**config.mk**
```make
export PLATFORM = sky130hd
export DESIGN_NAME = sfc_device_flat
export DESIGN_NICKNAME = d
export VERILOG_FILES = /design/src/sfc_pkg.sv /design/src/sfc_if.sv /design/src/sfc_device.sv /design/src/flat_wrapper.sv
export SDC_FILE = /design/constraint.sdc
export NUM_CORES = 1
export LEC_CHECK = 0
export ABC_AREA = 1
export BUFFER_PORTS_ARGS = -buffer_cell sky130_fd_sc_hd__clkbuf_2
export CELL_PAD_IN_SITES_DETAIL_PLACEMENT = 1
export CELL_PAD_IN_SITES_GLOBAL_PLACEMENT = 1
export CORE_ASPECT_RATIO = 0.5
export CORE_MARGIN = 2
export CORE_UTILIZATION = 34
export CTS_CLUSTER_DIAMETER = 150
export CTS_CLUSTER_SIZE = 16
export DETAILED_ROUTE_END_ITERATION = 16
export PLACE_DENSITY_LB_ADDON = 0.3
export SKIP_CTS_REPAIR_TIMING = 1
export SLEW_MARGIN = 20
export SYNTH_ARGS = -nofsm -noshare
export SYNTH_HDL_FRONTEND = slang
export SYNTH_SLANG_ARGS = --single-unit
```
**constraint.sdc**
```tcl
create_clock -name sys_clk_i -period 7.9 [get_ports sys_clk_i]
set_input_delay 1.185 -clock sys_clk_i [delete_from_list [all_inputs] [get_ports sys_clk_i]]
set_output_delay 1.185 -clock sys_clk_i [all_outputs]
set_load 0.05 [all_outputs]
```
**src/sfc_pkg.sv**
```systemverilog
package sfc_pkg;
  // clock figures
  localparam int SYS_CLK_NS = 25;        // system clock period
  localparam int SCLK_PERIOD_NS = 200;   // serial clock period made by the host
  localparam int SCLK_HALF_CYC = SCLK_PERIOD_NS / (2 * SYS_CLK_NS);
  localparam int PROG_TIME_NS = 500000;  // internal write cycle time
  localparam int PROG_CYC = PROG_TIME_NS / SYS_CLK_NS;
  // opcodes
  localparam logic [7:0] OP_WRITE_ENABLE_CMD = 8'h06;    // write_enable_cmd
  localparam logic [7:0] OP_WRDI = 8'h04;    // write disable
  localparam logic [7:0] OP_STRD = 8'h05;    // status_read_cmd
  localparam logic [7:0] OP_STWR = 8'h01;    // status write
  localparam logic [7:0] OP_PGM = 8'h02;     // page_program_cmd
  localparam logic [7:0] OP_QPGM = 8'h32;    // quad_page_program_cmd
  localparam logic [7:0] OP_SECE = 8'h20;    // sector_erase_cmd
  localparam logic [7:0] OP_HBLE = 8'h52;    // half_block_erase_cmd
  localparam logic [7:0] OP_BLKE = 8'hD8;    // block_erase_cmd
  localparam logic [7:0] OP_READ = 8'h03;    // array read
  localparam logic [7:0] OP_EXRD = 8'hC8;    // address-mode read
  localparam logic [7:0] OP_A4EN = 8'hB7;    // enter 32-bit addressing
  localparam logic [7:0] OP_A4EX = 8'hE9;    // exit 32-bit addressing
  localparam logic [7:0] OP_PDWN = 8'hB9;    // deep power-down
  localparam logic [7:0] OP_PREL = 8'hAB;    // powerdown_release_id_cmd
  // status byte layout
  localparam int SR_WIP = 0;
  localparam int SR_WEL = 1;
  localparam int SR_BP_LSB = 2;
  localparam int SR_TB = 6;
  localparam int SR_CMP = 7;
  // byte counts
  localparam logic [8:0] LEN_OP = 9'h001;    // opcode only
  localparam logic [8:0] LEN_A3 = 9'h003;    // 24-bit address
  localparam logic [8:0] LEN_A4 = 9'h004;    // 32-bit address
  localparam logic [8:0] LEN_ID = 9'h004;    // opcode plus three dummies
  localparam logic [8:0] LEN_SR = 9'h002;    // opcode plus status byte
  // protection geometry, 64 KB blocks
  localparam int BLK_LSB = 16;
  localparam int BLK_MSB = 25;
  localparam logic [10:0] BLK_TOTAL = 11'h400;
  localparam logic [10:0] BLK_LAST = 11'h3FF;
  localparam logic [3:0] BP_MAX_RANGE = 4'hA;  // codes above protect all or none
  // host buffer entry: {read, last, byte}
  localparam int ENT_W = 10;
  localparam int ENT_RD = 9;
  localparam int ENT_LAST = 8;
endpackage

```
**src/sfc_if.sv**
```systemverilog
`timescale 1ns/1ps
`default_nettype none
interface sfc_if;
  logic sclk;   // serial clock, made by the host
  logic cs_n;   // chip select, active low
  logic mosi;   // serial_in of the device
  logic miso;   // serial out of the device
  modport dev(input sclk, input cs_n, input mosi, output miso);
  modport host(output sclk, output cs_n, output mosi, input miso);
endinterface
`default_nettype wire

```
**src/sfc_device.sv**
```systemverilog
`timescale 1ns/1ps
`default_nettype none
// What this block does
// - top/bottom set: lower region doubles, high codes all
// - complement only: whole, lower part, then nothing
// - both set: all, upper from block n, nothing
// - drop program/erase touching protected blocks
// - latch serial_in on rising clock, MSB first
// - host shifts MSB first, valid at rise
// - frame starts with one opcode byte
// - host raises select after last input bit
// - read opcodes continue with output phase
// - select may rise anywhere during output
// - write commands need whole bytes at select rise
// - partial program byte: nothing, latch kept
// - short program or release-with-id ignored
// - program needs address plus one data byte
// - erase needs exact address width
// - array access ignored while internal cycle runs
// - write enable first; latch cleared on completion
// - write_in_progress set during internal cycle
module sfc_device #(
  parameter int BUSY_CYCLES = sfc_pkg::PROG_CYC,  // internal cycle length
  parameter logic [7:0] DEVICE_ID = 8'h5A         // arbitrary id value
) (
  input wire logic sys_clk_i,   // system clock
  input wire logic rstn_i,      // async reset, active low
  sfc_if.dev link,              // serial link
  output logic exec_valid_o,    // one-cycle pulse: program/erase starts
  output logic [7:0] exec_op_o, // opcode of started command
  output logic [31:0] exec_addr_o, // target address of started command
  output logic wip_o,           // write_in_progress
  output logic wel_o,           // write_enable_latch
  output logic addr4_o,         // 32-bit addressing active
  output logic powered_down_o   // deep power-down active
);
  localparam int CW = $clog2(BUSY_CYCLES + 1);

  logic [2:0] sclk_s;       // clock synchroniser and edge stage
  logic [2:0] cs_s;         // select synchroniser and edge stage
  logic [1:0] mosi_s;       // data synchroniser
  logic sclk_rise;
  logic sclk_fall;
  logic cs_fall;
  logic cs_rise;
  logic [2:0] bit_reg;      // bits in current byte
  logic [8:0] nbyte_reg;    // whole bytes received, saturating
  logic [7:0] sreg_reg;     // input shifter
  logic [7:0] op_reg;       // opcode of the frame
  logic [31:0] addr_reg;    // collected address
  logic [7:0] data1_reg;    // first byte after opcode
  logic [7:0] shift_next;
  logic [7:0] cur_op;
  logic byte_done;
  logic [8:0] alen;         // address bytes for the mode
  logic out_arm_reg;        // output phase active
  logic [2:0] obit_reg;     // output bit position
  logic [7:0] osreg_reg;    // output shifter
  logic miso_reg;
  logic [7:0] out_byte;
  logic out_start;
  logic wel_reg;
  logic wip_reg;
  logic [CW-1:0] busy_reg;  // internal cycle countdown
  logic busy_end;
  logic addr4_reg;
  logic pd_reg;
  logic cmp_reg;
  logic tb_reg;
  logic [3:0] bp_reg;
  logic exec_valid_reg;
  logic [7:0] exec_op_reg;
  logic [31:0] exec_addr_reg;
  logic [10:0] lo;          // protected block range
  logic [10:0] hi;
  logic [10:0] sz;
  logic none;
  logic [10:0] blk;
  logic hit;
  logic whole;
  logic ok_base;            // frame ended cleanly, device free
  logic prog_ok;
  logic erase_ok;
  logic exec_go;
  logic stwr_go;
  logic write_enable_cmd_go;
  logic wrdi_go;
  logic [7:0] status;

  // two-flop synchronisers plus one edge stage
  always_ff @(posedge sys_clk_i or negedge rstn_i) begin
    if (!rstn_i) begin
      sclk_s <= 3'h0;
      cs_s <= 3'h7;
      mosi_s <= 2'h0;
    end else begin
      sclk_s <= {sclk_s[1:0], link.sclk};
      cs_s <= {cs_s[1:0], link.cs_n};
      mosi_s <= {mosi_s[0], link.mosi};
    end
  end

  assign sclk_rise = sclk_s[1] && !sclk_s[2] && !cs_s[1];
  assign sclk_fall = !sclk_s[1] && sclk_s[2] && !cs_s[1];
  assign cs_fall = !cs_s[1] && cs_s[2];
  assign cs_rise = cs_s[1] && !cs_s[2];
  assign shift_next = {sreg_reg[6:0], mosi_s[1]};
  assign byte_done = sclk_rise && (bit_reg == 3'h7);
  assign cur_op = (nbyte_reg == 9'h000) ? shift_next : op_reg;
  assign alen = addr4_reg ? sfc_pkg::LEN_A4 : sfc_pkg::LEN_A3;

  // input framing: bit and byte counts, opcode, address
  always_ff @(posedge sys_clk_i or negedge rstn_i) begin
    if (!rstn_i) begin
      bit_reg <= 3'h0;
      nbyte_reg <= 9'h000;
      sreg_reg <= 8'h00;
      op_reg <= 8'h00;
      addr_reg <= 32'h0000_0000;
      data1_reg <= 8'h00;
    end else if (cs_fall) begin
      bit_reg <= 3'h0;
      nbyte_reg <= 9'h000;
      addr_reg <= 32'h0000_0000;
    end else if (sclk_rise) begin
      sreg_reg <= shift_next;
      bit_reg <= bit_reg + 3'h1;
      if (byte_done) begin
        if (nbyte_reg == 9'h000) begin
          op_reg <= shift_next;
        end else if (nbyte_reg <= alen) begin
          addr_reg <= {addr_reg[23:0], shift_next};
        end
        if (nbyte_reg == 9'h001) begin
          data1_reg <= shift_next;
        end
        if (nbyte_reg != 9'h1FF) begin
          nbyte_reg <= nbyte_reg + 9'h001;
        end
      end
    end
  end

  // which opcodes turn to output after their input part
  always_comb begin
    out_start = 1'b0;
    if (byte_done && !(pd_reg && cur_op != sfc_pkg::OP_PREL)) begin
      unique case (cur_op)
        sfc_pkg::OP_STRD, sfc_pkg::OP_EXRD: begin
          out_start = (nbyte_reg == 9'h000);
        end
        sfc_pkg::OP_PREL: begin
          out_start = (nbyte_reg + 9'h001 == sfc_pkg::LEN_ID);
        end
        sfc_pkg::OP_READ: begin
          out_start = (nbyte_reg == alen) && !wip_reg;
        end
        default: out_start = 1'b0;
      endcase
    end
  end

  assign status = {cmp_reg, tb_reg, bp_reg, wel_reg, wip_reg};

  // byte sent back for the frame's opcode
  always_comb begin
    unique case (op_reg)
      sfc_pkg::OP_STRD: out_byte = status;
      sfc_pkg::OP_EXRD: out_byte = {7'h00, addr4_reg};
      sfc_pkg::OP_PREL: out_byte = DEVICE_ID;
      default: out_byte = 8'hFF;  // no array behind this front end
    endcase
  end

  // output phase, changed on falling clock, repeats until select rises
  always_ff @(posedge sys_clk_i or negedge rstn_i) begin
    if (!rstn_i) begin
      out_arm_reg <= 1'b0;
      obit_reg <= 3'h0;
      osreg_reg <= 8'h00;
      miso_reg <= 1'b0;
    end else if (cs_fall || cs_rise) begin
      out_arm_reg <= 1'b0;
    end else if (out_start) begin
      out_arm_reg <= 1'b1;
      obit_reg <= 3'h0;
    end else if (sclk_fall && out_arm_reg) begin
      obit_reg <= obit_reg + 3'h1;
      if (obit_reg == 3'h0) begin
        miso_reg <= out_byte[7];
        osreg_reg <= {out_byte[6:0], 1'b0};
      end else begin
        miso_reg <= osreg_reg[7];
        osreg_reg <= {osreg_reg[6:0], 1'b0};
      end
    end
  end

  // protected block range from the protect bits
  always_comb begin
    none = 1'b0;
    lo = 11'h000;
    hi = sfc_pkg::BLK_LAST;
    sz = 11'h001 << (bp_reg - 4'h1);
    if (bp_reg == 4'h0) begin
      none = !cmp_reg;
    end else if (bp_reg > sfc_pkg::BP_MAX_RANGE) begin
      none = cmp_reg;
    end else begin
      unique case ({cmp_reg, tb_reg})
        2'b00: lo = sfc_pkg::BLK_TOTAL - sz;
        2'b01: hi = sz - 11'h001;
        2'b10: hi = sfc_pkg::BLK_LAST - sz;
        2'b11: lo = sz;
      endcase
    end
  end

  assign blk = {1'b0, addr_reg[sfc_pkg::BLK_MSB:sfc_pkg::BLK_LSB]};
  assign hit = !none && (blk >= lo) && (blk <= hi);

  // end-of-frame decisions
  assign whole = (bit_reg == 3'h0);
  assign ok_base = cs_rise && whole && !wip_reg && !pd_reg;
  assign prog_ok = (op_reg == sfc_pkg::OP_PGM || op_reg == sfc_pkg::OP_QPGM)
    && (nbyte_reg >= alen + 9'h002);
  assign erase_ok = (op_reg == sfc_pkg::OP_SECE || op_reg == sfc_pkg::OP_HBLE
    || op_reg == sfc_pkg::OP_BLKE) && (nbyte_reg == alen + 9'h001);
  assign exec_go = ok_base && wel_reg && (prog_ok || erase_ok) && !hit;
  assign stwr_go = ok_base && wel_reg && (op_reg == sfc_pkg::OP_STWR)
    && (nbyte_reg >= sfc_pkg::LEN_SR);
  assign write_enable_cmd_go = ok_base && (op_reg == sfc_pkg::OP_WRITE_ENABLE_CMD) && (nbyte_reg == sfc_pkg::LEN_OP);
  assign wrdi_go = ok_base && (op_reg == sfc_pkg::OP_WRDI) && (nbyte_reg == sfc_pkg::LEN_OP);
  assign busy_end = wip_reg && (busy_reg == '0);

  // internal cycle timer
  always_ff @(posedge sys_clk_i or negedge rstn_i) begin
    if (!rstn_i) begin
      wip_reg <= 1'b0;
      busy_reg <= '0;
    end else if (exec_go || stwr_go) begin
      wip_reg <= 1'b1;
      busy_reg <= CW'(BUSY_CYCLES - 1);
    end else if (busy_end) begin
      wip_reg <= 1'b0;
    end else if (wip_reg) begin
      busy_reg <= busy_reg - 1'b1;
    end
  end

  // write enable latch
  always_ff @(posedge sys_clk_i or negedge rstn_i) begin
    if (!rstn_i) begin
      wel_reg <= 1'b0;
    end else if (write_enable_cmd_go) begin
      wel_reg <= 1'b1;
    end else if (wrdi_go || busy_end) begin
      wel_reg <= 1'b0;
    end
  end

  // protect bits written by the status write
  always_ff @(posedge sys_clk_i or negedge rstn_i) begin
    if (!rstn_i) begin
      cmp_reg <= 1'b0;
      tb_reg <= 1'b0;
      bp_reg <= 4'h0;
    end else if (stwr_go) begin
      cmp_reg <= data1_reg[sfc_pkg::SR_CMP];
      tb_reg <= data1_reg[sfc_pkg::SR_TB];
      bp_reg <= data1_reg[sfc_pkg::SR_BP_LSB +: 4];
    end
  end

  // addressing mode and power-down
  always_ff @(posedge sys_clk_i or negedge rstn_i) begin
    if (!rstn_i) begin
      addr4_reg <= 1'b0;
      pd_reg <= 1'b0;
    end else if (cs_rise && whole && !wip_reg) begin
      if (pd_reg) begin
        // only release wakes; release with id needs its dummies
        if (op_reg == sfc_pkg::OP_PREL && (nbyte_reg == sfc_pkg::LEN_OP
            || nbyte_reg >= sfc_pkg::LEN_ID)) begin
          pd_reg <= 1'b0;
        end
      end else if (nbyte_reg == sfc_pkg::LEN_OP) begin
        if (op_reg == sfc_pkg::OP_A4EN) begin
          addr4_reg <= 1'b1;
        end else if (op_reg == sfc_pkg::OP_A4EX) begin
          addr4_reg <= 1'b0;
        end else if (op_reg == sfc_pkg::OP_PDWN) begin
          pd_reg <= 1'b1;
        end
      end
    end
  end

  // started-command report
  always_ff @(posedge sys_clk_i or negedge rstn_i) begin
    if (!rstn_i) begin
      exec_valid_reg <= 1'b0;
      exec_op_reg <= 8'h00;
      exec_addr_reg <= 32'h0000_0000;
    end else begin
      exec_valid_reg <= exec_go;
      if (exec_go) begin
        exec_op_reg <= op_reg;
        exec_addr_reg <= addr_reg;
      end
    end
  end

  assign link.miso = miso_reg;
  assign exec_valid_o = exec_valid_reg;
  assign exec_op_o = exec_op_reg;
  assign exec_addr_o = exec_addr_reg;
  assign wip_o = wip_reg;
  assign wel_o = wel_reg;
  assign addr4_o = addr4_reg;
  assign powered_down_o = pd_reg;
endmodule
`default_nettype wire

```
**src/flat_wrapper.sv**
```systemverilog
// flat-port wrapper written by rule: the top's interface ports become plain ports
module sfc_device_flat 
#(
  parameter int BUSY_CYCLES = sfc_pkg::PROG_CYC,                          
  parameter logic [7:0] DEVICE_ID = 8'h5A                              
)
  (sys_clk_i, rstn_i, exec_valid_o, exec_op_o, exec_addr_o, wip_o, wel_o, addr4_o, powered_down_o, link_sclk, link_cs_n, link_mosi, link_miso);
  sfc_if link_i ();
  input wire logic sys_clk_i;
  input wire logic rstn_i;
  output logic exec_valid_o;
  output logic [7:0] exec_op_o;
  output logic [31:0] exec_addr_o;
  output logic wip_o;
  output logic wel_o;
  output logic addr4_o;
  output logic powered_down_o;
  input wire logic [$bits(link_i.sclk)-1:0] link_sclk;
  input wire logic [$bits(link_i.cs_n)-1:0] link_cs_n;
  input wire logic [$bits(link_i.mosi)-1:0] link_mosi;
  output wire logic [$bits(link_i.miso)-1:0] link_miso;
  assign link_i.sclk = link_sclk;
  assign link_i.cs_n = link_cs_n;
  assign link_i.mosi = link_mosi;
  assign link_miso = link_i.miso;
  sfc_device #(.BUSY_CYCLES(BUSY_CYCLES), .DEVICE_ID(DEVICE_ID)) u_core (.sys_clk_i(sys_clk_i), .rstn_i(rstn_i), .link(link_i), .exec_valid_o(exec_valid_o), .exec_op_o(exec_op_o), .exec_addr_o(exec_addr_o), .wip_o(wip_o), .wel_o(wel_o), .addr4_o(addr4_o), .powered_down_o(powered_down_o));
endmodule
```
Word-level counts from Yosys, hierarchy flattened. Index checks and enable logic that the tools add are counted.

Output and inout port bits: 46. Logic and storage cells: 194. Flip-flop bits (word level): 154. Bits of input ports: 5.

Mux-type cells: 45. Bitwise operators: 4. Reduce and logical (&&, ||, !) cells: 73. Eq/ne operators: 30. Magnitude comparators: 7. Add/subtract/negate cells: 10. Shift operators: 1.

Operator list (number): $mux 32 (5); $eq 8x8->1 const B (8); $mux 15 (3); $mux 11 (4); $pmux 11 s2 (2); $mux 9 (4); $eq 8x3->1 const B (4); $logic_and 1x1->1 (29); $pmux 8 s3 (1); $reduce_bool 2->1 (10); $add 9x1->9 const B (2); $eq 9x9->1 (2); $mux 1 (18); $eq 8x2->1 const B (2); $eq 8x6->1 const B (2); $mux 8 (2); $logic_not 15->1 (1); $mux 3 (5); $sub 15x1->15 const B (1); $reduce_and 4->1 (3); $ge 10x11->1 (1); $le 10x11->1 (1); $shl 1x4->11 const A (1); $sub 10x11->11 const A (1); other kinds (32) (58).

Depth between registers and ports, before layout.
Depth after elaboration: 14. Gate-level depth with buffers: 30. Mapped depth without buffers: 29.

Worst setup path after synthesis. No wires, ideal clock.

Kind: register to register. Start point: register u_core.bp_reg[1]. End point: register u_core.busy_reg[10]. Setup slack: 4982 ps. Buffers on the path: 1. Arrival: 2775 ps. Library setup time: 143 ps. Clock period less this slack: 2918 ps. Data required time: 7757 ps. Stages on the path, launching flop included: 28. Cell sequence: dfrtp_1 -> inv_1 -> nor2_1 -> inv_1 -> nor2_1 -> inv_1 -> ha_1 -> inv_1 -> nor2_4 -> nand2_1 -> nand2_1 -> o21ai_0 -> inv_1 -> a221oi_1 -> ha_1 -> nand2_1 -> a21oi_1 -> nor2_1 -> nand3_1 -> nand2_1 -> nand2_1 -> nand2_1 -> nand2_1 -> nand3_2 -> nand3_4 -> nand2_2 -> buf_2 -> nand4_1.

Word-level cells in the longest chain between the ends: 14. Elaborated cells between the ends (all ways): 27. Classes of those cells: add/sub: 4; order compare: 3; eq/ne: 1; shift: 1; mux: 9; reduce/logical: 9.

Ends and longest elaborated chain: start, declared (line sfc_device.sv:70) `logic [3:0] bp_reg;`; start signal, assigned (line sfc_device.sv:271) `bp_reg <= data1_reg[sfc_pkg::SR_BP_LSB +: 4];`; $sub 4x1->4 (line sfc_device.sv:204) `sz = 11'h001 << (bp_reg - 4'h1);`; $shl 1x4->11 (line sfc_device.sv:204); $sub 11x11->11 (line sfc_device.sv:211) `2'b00: lo = sfc_pkg::BLK_TOTAL - sz;`; $pmux 11 s2 (line sfc_device.sv:210) `unique case ({cmp_reg, tb_reg})`; $mux 11 (line sfc_device.sv:207) `end else if (bp_reg > sfc_pkg::BP_MAX_RANGE) begin`; $mux 11 (line sfc_device.sv:205) `if (bp_reg == 4'h0) begin`; $ge 10x11->1 (line sfc_device.sv:220) `assign hit = !none && (blk >= lo) && (blk <= hi);`; $logic_and 1x1->1 (line sfc_device.sv:220); $logic_and 1x1->1 * (line sfc_device.sv:220); $logic_not 1->1 * (line sfc_device.sv:229) `assign exec_go = ok_base && wel_reg && (prog_ok || erase_ok) && !hit;`; $logic_and 1x1->1 * (line sfc_device.sv:229); $logic_or 1x1->1 * (line sfc_device.sv:241) `end else if (exec_go || stwr_go) begin`; $ne 2x2->1 (no line) or $reduce_bool 2->1 (tied branches); $reduce_and 2->1 (no line); end signal, assigned (line sfc_device.sv:243) `busy_reg <= CW'(BUSY_CYCLES - 1);`; end signal, assigned (line sfc_device.sv:247) `busy_reg <= busy_reg - 1'b1;`; end, declared (line sfc_device.sv:64) `logic [CW-1:0] busy_reg;`.

Mark *: on every way between the ends. The rest lies on a longest branch, timed or not. A chain may end at the register's enable or synchronous reset.

Worst setup path after layout.
Start point: register u_core.bp_reg[1]. End point: register u_core.busy_reg[13].

Same word-level chain as after synthesis.

==> reports/qor.txt <==
Outcome = finished clean
CP dominant cell by count = nand2_1
Startpoint types = flop
Die Span X = 222.4 um
H-tree levels = 4
Post-Syn Nets = 1055
Drt drc = 0
Max clock buf depth = 2
Max FO, Critical Path = 50
Area of the multi-input gates = 0.003674 mm^2
Unrepaired setup endpoints after global routing = false
Setup TNS = 0 ns
IO buf count = 50
Largest family of logic cells by synthesized area = simple AND/OR/NAND/NOR gates
Cell Count, Final, Fillers Out = 1367
Share of layout cells above drive strength 1 = 0.1142
Synth top area cells = dfrtp_1, nand2_1, ha_1
RR Startpoint = u_core.bp_reg[1]
PD cells = 183.6 mW/mm^2
# diodes = 0
Hold_sp = u_core.mosi_s[0]
First-pass GRT wire length = 38310 um
Row cnt = 39
Post-DP HPWL = 16680 um
Final Cycle Share = 0.5293
Post-synthesis adder-cell area fraction = 0.06636
IO Pins = 51
Worst hold-check path type = reg -> reg
Clock slew at reported path FFs = 0.06 ns
Sequential standard cell area = 0.003782 mm^2
Post-synthesis compound-gate area fraction = 0.1014
Final min period = 4.181 ns
Final Max Tran Viols = 0
Pin count of the biggest net entering global routing = 91
Initial antenna violation count = 0
Post-synth top area share = 0.4568
Overflow after GRT = 0
Core Region = 0.02313 mm^2
Crit-path slowest cell = nand2_4
Max Fclk = 239.2 MHz
Vias in the first global route = 7235
Root Buffer = clkbuf_16
Final wirelength = 22650 um
Maxcap violations = 0
Crit path kind = reg -> reg
Wire per inst = 16.57 um
CTS tree = built
Via-per-instance ratio = 5.031
Mean Syn Cell Area = 8.051 um^2
Final Instance Area = 0.009180 mm^2
Layout Area Growth over Synthesis = 13.23%
Max VDD drop = 0.0001738 V
Worst setup startpoint = u_core.bp_reg[1]
Gpl congestion = 0.8886
Layout net count = 1096
Fin Hold WS = 0.3474 ns
Yosys top cell by area = dfrtp_1
DRT Pass-1 Iters = 4
Lkg Pwr = 0.004744 uW
FF+latch count, synth = 151
Slowest cell delay on critical path = 0.64 ns
Cell Area, Synth = 0.008108 mm^2
Placed cell count = 1336
Setup Skew = 0.01057 ns
CTS Sinks = 151
Number of synthesized flops with an enable pin = 0
Final setup vio count = 0
Die H = 113.2 um
Synth Flop Type = dfrtp_1
Syn Inst Count = 1007
Worst-skew pair later-pin latency = 0.43 ns
Final hold vios = 0
CTS buffer count = 17
Crit end category = flop
Initial Utilization = 0.3505
Seq/Total Area, Yosys = 0.4665
Slew HR = 0.2908
Synth unique cells = 43
Synth Warn # = 0
Die Area = 0.02517 mm^2
Xor and xnor area share after synthesis = 0.01512
Iteration-0 DRC Markers = 373
Worst endpoint required time = 8.25 ns
Vias = 6878
Synth Area in Simple Gates = 0.2687
Ys async rst share = 1.000
Slew @ Worst Pin = 1.064 ns
Fill cells = 2827
DP Area = 0.008598 mm^2
Global-route usage over all layers = 0.1918
Multiplexer share of the synthesized area = 0
CP arrival = 4.53 ns
Final ANT Viol Nets = 0
==> logic make-up after synthesis <==
family          Yosys count
compound gates          140
xor+xnor                 14
fa+ha+maj                43
buf+inv                 161
flops                   151
simple gates            498
==> placed cells by master (no fill, tap or decap), types with 4 or more instances in the layout <==
master / count
a21oi_1: 21
clkbuf_1: 5
clkbuf_16: 17
clkbuf_2: 49
dfrtp_1: 148
ha_1: 43
inv_1: 120
inv_2: 11
nand2_1: 279
nand3_1: 85
nand4_1: 20
nor2_1: 66
nor2_2: 12
nor3_1: 12
nor3_2: 4
nor4_1: 6
o21ai_0: 61
o22ai_1: 40
xnor2_1: 4
xor2_1: 10
==> routing by layer <==
metal,part of all wire,GRT usage
met4,0.011,0.05190
met3,0.032,0.03713
met2,0.46,0.3108
met5,0,0
met1,0.49,0.2642
==> cell usage after synthesis, types with 2 or more instances <==
library cell,number
ha_1,43
buf_6,4
a22oi_1,3
buf_2,15
nor2_4,2
dfrtp_1,148
nor4_1,6
o22ai_1,40
buf_4,3
xnor2_1,4
nor2_2,12
a21oi_1,21
xor2_1,10
nor3_2,4
nand3_1,85
a21oi_2,2
dfstp_2,3
nor3_1,12
nand4_1,20
nand2_2,3
nand2_1,279
o21ai_0,61
o211ai_1,2
inv_1,120
nor2_1,66
a221o_1,2
or2_2,2
inv_2,11
clkbuf_1,8
a221oi_1,3
==> critical path: cells and delay by family (launching register included) <==
kind | cells | cell delay (ns)
AOI/OAI and AO/OA | 3 | 0.44
and+or+nand+nor | 17 | 2.29
adders and majority gates | 2 | 0.54
buffers and inverters | 5 | 0.41
DFF | 1 | 0.40
==> stage by stage <==
| stage | worst slack, ns | total power, uW | util |
|---|---|---|---|
| 2_1_floorplan | 4.982 | 847.9 | - |
| 3_3_place_gp | 3.568 | 884.8 | 0.3717 |
| 3_5_place_dp | 3.370 | 887.7 | 0.3717 |
| 4_1_cts | 3.314 | 1706 | 0.3967 |
| 5_1_grt | 3.180 | 1751 | 0.3969 |
| 6_report | 3.719 | 1686 | 0.3969 |
==> worst paths after layout <==
check / cells past startpoint / slack (ns) / end
setup reg to reg: 27 / 3.72 / u_core.busy_reg[13]
hold / removal: 0 / 0.35 / u_core.mosi_s[1]
max in group asynchronous: 2 / 5.79 / u_core.data1_reg[5]
setup / recovery: 27 / 3.72 / u_core.busy_reg[13]
min in group asynchronous: 1 / 0.80 / u_core.exec_op_o[2]
hold reg to reg: 0 / 0.35 / u_core.mosi_s[1]
==> report_power, final <==
group / internal (uW) / switching, uW / leakage [uW] / total, uW
clock network: 490 / 321 / 0.000270 / 811
registers: 785 / 8.82 / 0.00208 / 794
logic: 18.8 / 61.6 / 0.00239 / 80.4
total: 1290 / 391 / 0.00474 / 1690
==> area by class of cell <==
cell class / instances / share of cell area
multi-input cells: 695 / 0.4002
inverters: 131 / 0.05356
clock inverters: 6 / 0.009950
well taps: 307 / 0.04184
flip-flops and latches: 151 / 0.4120
clock buffers: 25 / 0.05288
repair buffers: 52 / 0.02958
(Power assumes the default switching activity.)
